==> config.mk <==
export PLATFORM = sky130hd
export DESIGN_NAME = clfc_controller
export DESIGN_NICKNAME = d
export VERILOG_FILES = /design/src/design/clfc_pkg.sv /design/src/design/clfc_controller.sv /design/src/design/clfc_sync.sv /design/src/design/clfc_timer.sv
export SDC_FILE = /design/constraint.sdc
export NUM_CORES = 1
export LEC_CHECK = 0
export ABC_AREA = 1
export BUFFER_PORTS_ARGS = -buffer_cell sky130_fd_sc_hd__buf_2
export CAP_MARGIN = 25
export CORE_MARGIN = 1.5
export CORE_UTILIZATION = 25
export CTS_CLUSTER_SIZE = 12
export DETAILED_ROUTE_END_ITERATION = 16
export SETUP_SLACK_MARGIN = 0.15
export SLEW_MARGIN = 20
export SYNTH_ARGS = -nofsm -noshare
export SYNTH_HDL_FRONTEND = slang
export SYNTH_SLANG_ARGS = --single-unit
==> constraint.sdc <==
create_clock -name clock -period 4.1 [get_ports clock]
set_input_delay 0.205 -clock clock [delete_from_list [all_inputs] [get_ports clock]]
set_output_delay 0.205 -clock clock [all_outputs]
set_load 0.02 [all_outputs]
==> src/design/clfc_pkg.sv <==
package clfc_pkg;

  // Overcurrent response variants
  typedef enum logic [1:0] {
    CLFC_MODE_AUTORETRY,
    CLFC_MODE_LATCHOFF,
    CLFC_MODE_CONTINUOUS
  } clfc_mode_t;

  // Blanking interval, nominal, in microseconds
  localparam int unsigned CLFC_BLANK_US = 15000;
  localparam int unsigned CLFC_BLANK_MIN_US = 10000;
  localparam int unsigned CLFC_BLANK_MAX_US = 25000;
  localparam int unsigned CLFC_CLOCK_MHZ = 25;
  localparam int unsigned CLFC_BLANK_CYCLES = CLFC_BLANK_US * CLFC_CLOCK_MHZ;
  localparam int unsigned CLFC_RETRY_RATIO = 32;

  // Thermal thresholds in degrees C, for reference by the analog sensor
  localparam int unsigned CLFC_TSHUT_C = 160;
  localparam int unsigned CLFC_THYST_C = 20;

  localparam logic CLFC_EN_ACTIVE_HIGH = 1'h1;

  // Detector levels, bundled
  typedef struct packed {
    logic overcurrent;
    logic drop_above;
    logic reverse_trip;
    logic over_temp;
    logic temp_cleared;
    logic limit_set_short;
  } clfc_det_t;

  localparam clfc_det_t CLFC_DET_IDLE = '{default: 1'h0};

endpackage : clfc_pkg

==> src/design/clfc_controller.sv <==
`timescale 1ns/1ps
`default_nettype none
module clfc_controller #(
  parameter clfc_pkg::clfc_mode_t MODE = clfc_pkg::CLFC_MODE_AUTORETRY,
  parameter logic EN_ACTIVE_HIGH = clfc_pkg::CLFC_EN_ACTIVE_HIGH,
  parameter int unsigned BLANK_CYCLES = clfc_pkg::CLFC_BLANK_CYCLES,
  parameter int unsigned RETRY_RATIO = clfc_pkg::CLFC_RETRY_RATIO
) (
  input wire logic clock,
  input wire logic reset,
  input wire logic enable_pin,
  input wire clfc_pkg::clfc_det_t detect,
  output logic switch_on,
  output logic current_limiting,
  output logic fault_n_out,
  output logic fault_n_oe
);

  localparam int unsigned TW = 32;
  localparam logic [TW-1:0] BLANK_LIMIT = TW'(BLANK_CYCLES);
  localparam logic [TW-1:0] RETRY_LIMIT = TW'(BLANK_CYCLES * RETRY_RATIO);

  typedef enum logic [2:0] {
    CLFC_ST_OFF,
    CLFC_ST_ON,
    CLFC_ST_BLANK,
    CLFC_ST_RETRY,
    CLFC_ST_LATCHED,
    CLFC_ST_LIMIT
  } clfc_state_t;

  clfc_pkg::clfc_det_t det_s;
  logic en_s;
  logic en_prev_q;
  logic en_on;
  logic en_toggled;
  logic thermal_q;
  logic reverse_q;
  logic oc_fault;
  logic blank_run;
  logic blank_done;
  logic retry_run;
  logic retry_done;
  logic block_off;
  clfc_state_t state_q;
  clfc_state_t state_d;

  // Two-stage capture on every detector and the enable
  clfc_sync #(.WIDTH($bits(clfc_pkg::clfc_det_t) + 1)) u_sync (
    .clock(clock),
    .reset(reset),
    .din({detect, enable_pin}),
    .dout({det_s, en_s})
  );

  assign en_on = EN_ACTIVE_HIGH ? en_s : !en_s;

  always_ff @(posedge clock) begin
    if (reset) begin
      en_prev_q <= 1'h0;
    end else begin
      en_prev_q <= en_on;
    end
  end

  // A falling edge of the effective enable ends the latched state
  assign en_toggled = en_prev_q && !en_on;

  // Thermal shutdown holds until the sensor reports the hysteresis drop
  always_ff @(posedge clock) begin
    if (reset) begin
      thermal_q <= 1'h0;
    end else if (det_s.over_temp) begin
      thermal_q <= 1'h1;
    end else if (det_s.temp_cleared) begin
      thermal_q <= 1'h0;
    end
  end

  // Reverse trip follows the detector; release when reverse voltage ends
  always_ff @(posedge clock) begin
    if (reset) begin
      reverse_q <= 1'h0;
    end else begin
      reverse_q <= det_s.reverse_trip;
    end
  end

  assign block_off = thermal_q || det_s.over_temp || reverse_q || det_s.reverse_trip
    || det_s.limit_set_short;

  assign blank_run = (state_q == CLFC_ST_BLANK) && det_s.overcurrent;
  assign retry_run = (state_q == CLFC_ST_RETRY);

  clfc_timer #(.WIDTH(TW)) u_blank (
    .clock(clock),
    .reset(reset),
    .run(blank_run),
    .limit(BLANK_LIMIT),
    .done(blank_done)
  );

  clfc_timer #(.WIDTH(TW)) u_retry (
    .clock(clock),
    .reset(reset),
    .run(retry_run),
    .limit(RETRY_LIMIT),
    .done(retry_done)
  );

  always_comb begin
    state_d = state_q;
    case (state_q)
      CLFC_ST_OFF: begin
        if (en_on && !block_off) begin
          state_d = CLFC_ST_ON;
        end
      end
      CLFC_ST_ON: begin
        if (!en_on || block_off) begin
          state_d = CLFC_ST_OFF;
        end else if (det_s.overcurrent) begin
          state_d = CLFC_ST_BLANK;
        end
      end
      CLFC_ST_BLANK: begin
        if (!en_on || block_off) begin
          state_d = CLFC_ST_OFF;
        end else if (!det_s.overcurrent) begin
          state_d = CLFC_ST_ON;
        end else if (blank_done && det_s.drop_above) begin
          case (MODE)
            clfc_pkg::CLFC_MODE_AUTORETRY: state_d = CLFC_ST_RETRY;
            clfc_pkg::CLFC_MODE_LATCHOFF: state_d = CLFC_ST_LATCHED;
            default: state_d = CLFC_ST_LIMIT;
          endcase
        end
      end
      CLFC_ST_RETRY: begin
        if (!en_on || block_off) begin
          state_d = CLFC_ST_OFF;
        end else if (retry_done) begin
          state_d = det_s.overcurrent ? CLFC_ST_BLANK : CLFC_ST_ON;
        end
      end
      CLFC_ST_LATCHED: begin
        if (en_toggled) begin
          state_d = CLFC_ST_OFF;
        end
      end
      CLFC_ST_LIMIT: begin
        if (!en_on || block_off) begin
          state_d = CLFC_ST_OFF;
        end else if (!det_s.overcurrent) begin
          state_d = CLFC_ST_ON;
        end
      end
      default: state_d = CLFC_ST_OFF;
    endcase
  end

  always_ff @(posedge clock) begin
    if (reset) begin
      state_q <= CLFC_ST_OFF;
    end else begin
      state_q <= state_d;
    end
  end

  // Flag holds through blank after a retry, so it never blinks during autoretry
  logic retry_flag_q;
  always_ff @(posedge clock) begin
    if (reset) begin
      retry_flag_q <= 1'h0;
    end else if (state_d == CLFC_ST_RETRY) begin
      retry_flag_q <= 1'h1;
    end else if (state_d != CLFC_ST_BLANK) begin
      retry_flag_q <= 1'h0;
    end
  end

  assign oc_fault = (state_d == CLFC_ST_RETRY) || (state_d == CLFC_ST_LATCHED)
    || (state_d == CLFC_ST_LIMIT) || ((state_d == CLFC_ST_BLANK) && retry_flag_q);

  always_ff @(posedge clock) begin
    if (reset) begin
      switch_on <= 1'h0;
      current_limiting <= 1'h0;
      fault_n_out <= 1'h0;
      fault_n_oe <= 1'h0;
    end else begin
      switch_on <= (state_d == CLFC_ST_ON) || (state_d == CLFC_ST_BLANK)
        || (state_d == CLFC_ST_LIMIT);
      current_limiting <= (state_d == CLFC_ST_BLANK) || (state_d == CLFC_ST_LIMIT);
      fault_n_out <= 1'h0;
      fault_n_oe <= oc_fault || block_off;
    end
  end

endmodule : clfc_controller
`default_nettype wire

==> src/design/clfc_sync.sv <==
`timescale 1ns/1ps
`default_nettype none
module clfc_sync #(
  parameter int unsigned WIDTH = 1
) (
  input wire logic clock,
  input wire logic reset,
  input wire logic [WIDTH-1:0] din,
  output logic [WIDTH-1:0] dout
);

  logic [WIDTH-1:0] meta_q;

  always_ff @(posedge clock) begin
    if (reset) begin
      meta_q <= '0;
      dout <= '0;
    end else begin
      meta_q <= din;
      dout <= meta_q;
    end
  end

endmodule : clfc_sync
`default_nettype wire

==> src/design/clfc_timer.sv <==
`timescale 1ns/1ps
`default_nettype none
module clfc_timer #(
  parameter int unsigned WIDTH = 32
) (
  input wire logic clock,
  input wire logic reset,
  input wire logic run,
  input wire logic [WIDTH-1:0] limit,
  output logic done
);

  // Counts while run is held; done is high in the last of limit cycles
  // Done is not registered, so the caller's state changes exactly limit cycles after run rose
  logic [WIDTH-1:0] count_q;

  always_ff @(posedge clock) begin
    if (reset || !run) begin
      count_q <= '0;
    end else if (count_q == limit - {{(WIDTH-1){1'h0}}, 1'h1}) begin
      count_q <= '0;
    end else begin
      count_q <= count_q + {{(WIDTH-1){1'h0}}, 1'h1};
    end
  end

  assign done = run && (count_q == limit - {{(WIDTH-1){1'h0}}, 1'h1});

endmodule : clfc_timer
`default_nettype wire

==> flow_metrics.env <==
export IMPL_floorplan_rows=47
export IMPL_gp_congestion=0.800
export IMPL_synthDistinctLibCells=43
export IMPL_timing_final_ws_setup_ps=1830
export IMPL_antenna_cells=0
export IMPL_io_buffer_count=11
export IMPL_vias_in_the_first_global_route=3282
export IMPL_path_common_cell="sky130_fd_sc_hd__inv_1"
export IMPL_yosysWarningCount=0
export IMPL_share_of_the_yosys_chip_area_belonging_to_registers_pct=41.7
export IMPL_reg2reg_depth=10
export IMPL_final_nets=607
export IMPL_slew_headroom_pct=59.3
export IMPL_synthCells=580
export IMPL_cts_tree="done"
export IMPL_timing_final_crit_period_ps=2270
export IMPL_postPlaceCellArea_sq_um=4530
export IMPL_avgRoutedWirePerCell_um=10.0
export IMPL_clock_fmax_mhz=440
export IMPL_clk_pin_slew_ps=70
export IMPL_sequential_cell_area_sq_um=1760
export IMPL_powerDensity_nw_per_um2=360
export IMPL_clockRootBuffer="sky130_fd_sc_hd__clkbuf_16"
export IMPL_grt_antenna_before_repair=0
export IMPL_timing_hold_worst_class="primary input to flop"
export IMPL_async_reset_ff_share_pct=0
export IMPL_antenna_violating_nets_post_route=0
export IMPL_core_footprint_sq_um=16500
export IMPL_final_design_area_no_fill_sq_um=4840
export IMPL_yosys_area_top_type="sky130_fd_sc_hd__dfxtp_1"
export IMPL_post_route_drc_violation_count=0
export IMPL_clock_latency_ps=350
export IMPL_yosysTopAreaCellShare_pct=41.7
export IMPL_synth_area_leaders="sky130_fd_sc_hd__dfxtp_1 42%, sky130_fd_sc_hd__nand2_1 8.5%, sky130_fd_sc_hd__nor2_1 8.4%"
export IMPL_wl_um=8230
export IMPL_worst_path_largest_cell_delay_ps=480
export IMPL_cts_num_sinks=88
export IMPL_rsz0062_at_grt="no"
export IMPL_avgSynthCellArea_sq_um=7.29
export IMPL_synth_cells_most_frequent="96 x sky130_fd_sc_hd__nand2_1, 95 x sky130_fd_sc_hd__nor2_1, 93 x sky130_fd_sc_hd__inv_1"
export IMPL_post_place_ws_ps=1820
export IMPL_status="finished, final reports clean"
export IMPL_final_hold_violation_count=0
export IMPL_crit_fanout=26
export IMPL_cp_cell_sequence="ha_1 -> nand2_1 -> nor2_2 -> nand2_2 -> inv_1 -> nand3_1 -> nand3_2 -> inv_1 -> o21ai_1 -> a22oi_1"
export IMPL_drt_first_pass_iters=4
export IMPL_h_tree_lvl_count=3
export IMPL_worstPathArrival_ps=2550
export IMPL_cts_repair_timing_setup_buffer_count=0
export IMPL_dominantRegCellSynth="sky130_fd_sc_hd__dfxtp_1"
export IMPL_cp_start_kind="flop"
export IMPL_min_delay_path_depth=3
export IMPL_initial_core_util_pct=25.6
export IMPL_irDropWorstVdd_mv=0.236
export IMPL_synth_fp_nets=591
export IMPL_setup_worst_path_class="flop to flop"
export IMPL_multi_input_comb_area_sq_um=2060
export IMPL_detailedPlacementHpwl_um=6030
export IMPL_fp_dieArea_sq_um=17700
export IMPL_vias=3442
export IMPL_timing_critical_path_to_type="flop"
export IMPL_viasPerCell=4.19
export IMPL_timing_critical_path_required_ps=4370
export IMPL_synth_edf_count=0
export IMPL_post_synth_top_count_cell="sky130_fd_sc_hd__nand2_1"
export IMPL_worst_clock_skew_ps=8.51
export IMPL_globalRoute_totalOverflow=0
export IMPL_setup_tns_ps=0
export IMPL_max_cap_viol_count=0
export IMPL_leakage_nw=1.77
export IMPL_cts_path_max_buffers=2
export IMPL_fin_crit_sh_pct=55.5
export IMPL_die_height_um=133
export IMPL_die_w_um=133
export IMPL_post_cts_resized_instances=0
export IMPL_nFillCells=1763
export IMPL_worst_pin_slew_ps=610
export IMPL_grt_total_usage_pct=10.2
export IMPL_hold_buffers=0
export IMPL_final_layout_size_suffix_gt1_share_pct=12.3
export IMPL_drt_initial_drc_count=142
export IMPL_ioPinCount=13
export IMPL_numCtsBuffers=9
export IMPL_register_bit_count_reported_by_yosys=88
export IMPL_layout_area_overhead_vs_synth_pct=14.5
export IMPL_crit_slowest_cell="sky130_fd_sc_hd__nand3_2"
export IMPL_report_final_setup_viol=0
export IMPL_timing_final_max_slew_violations=0
export IMPL_mappedNetlistArea_sq_um=4230
export IMPL_grt_first_pass_wirelength_um=14600
export IMPL_largest_net_degree_at_the_start_of_global_routing=27
## registers in the layout, summed over array words and instances (netlist names)
signal and count:
u_sync.meta_q 7, current_limiting 1, u_retry.count_q 32, switch_on 1, reverse_q 1, u_sync.dout 7, retry_flag_q 1, en_prev_q 1
state_q 3, thermal_q 1, u_blank.count_q 32, fault_n_oe 1
## where the power goes
| part | switching [mW] | internal (mW) | total [mW] |
|---|---|---|---|
| combinational | 0.0142 | 0.00940 | 0.0236 |
| clock | 0.356 | 0.494 | 0.850 |
| sequential | 0.00329 | 0.863 | 0.867 |
| total | 0.373 | 1.37 | 1.74 |
## worst max-delay path, delay by kind of cell, from the launching register on
family | cells | cell delay [ps]
buf+inv | 2 | 490
compound gates | 2 | 280
flops | 1 | 330
fa+ha+maj | 1 | 220
simple gates | 5 | 870
## layer usage
metal  routed length [um]  track usage, %
met5                    0               0
met4                  163            4.82
met3                  251            3.10
met2                 3810            16.6
met1                 4000            12.5
## cells in the final DEF, fill, tap and decap left out, drive strengths merged, types with 12 or more instances in the layout
master  instances
a21oi          27
buf            12
dfxtp          88
inv            98
nand2         106
nand3          28
nor2          110
nor3           36
o21ai          17
## cell families after synthesis
logic type      synth area share, %
compound gates                 7.64
xor+xnor                       2.90
fa+ha+maj                     0.592
buf+inv                        9.50
flops                          41.7
other cells                  0.0887
simple gates                   37.6
## worst paths after layout
check	slack [ps]	start	to
setup / recovery	1830	u_retry.count_q[0]	u_retry.count_q[21]
hold / removal	60	detect[4]	u_sync.meta_q[5]
setup reg to reg	1830	u_retry.count_q[0]	u_retry.count_q[21]
hold reg to reg	400	u_sync.meta_q[3]	u_sync.dout[3]
## metrics by stage
step / util (%) / power [mW] / cells / hold slack [ps]
after floorplan: - / 0.902 / 580 / 274
after global placement: 27.4 / 0.910 / 805 / 391
after detailed placement: 27.4 / 0.910 / 805 / 393
after CTS: 29.3 / 1.77 / 821 / 42.1
after global routing: 29.3 / 1.80 / 821 / 51.7
final: 29.3 / 1.74 / 821 / 55.6
## area by class of cell
| class | instances | share of cell area [%] |
|---|---|---|
| Clock buffer | 11 | 5.02 |
| Clock inverter | 5 | 1.34 |
| Inverter | 98 | 7.60 |
| Multi-Input combinational cell | 387 | 42.7 |
| Sequential cell | 88 | 36.4 |
| Tap cell | 220 | 5.69 |
| Timing Repair Buffer | 12 | 1.29 |
No activity file was read; power rests on OpenSTA's default activity.
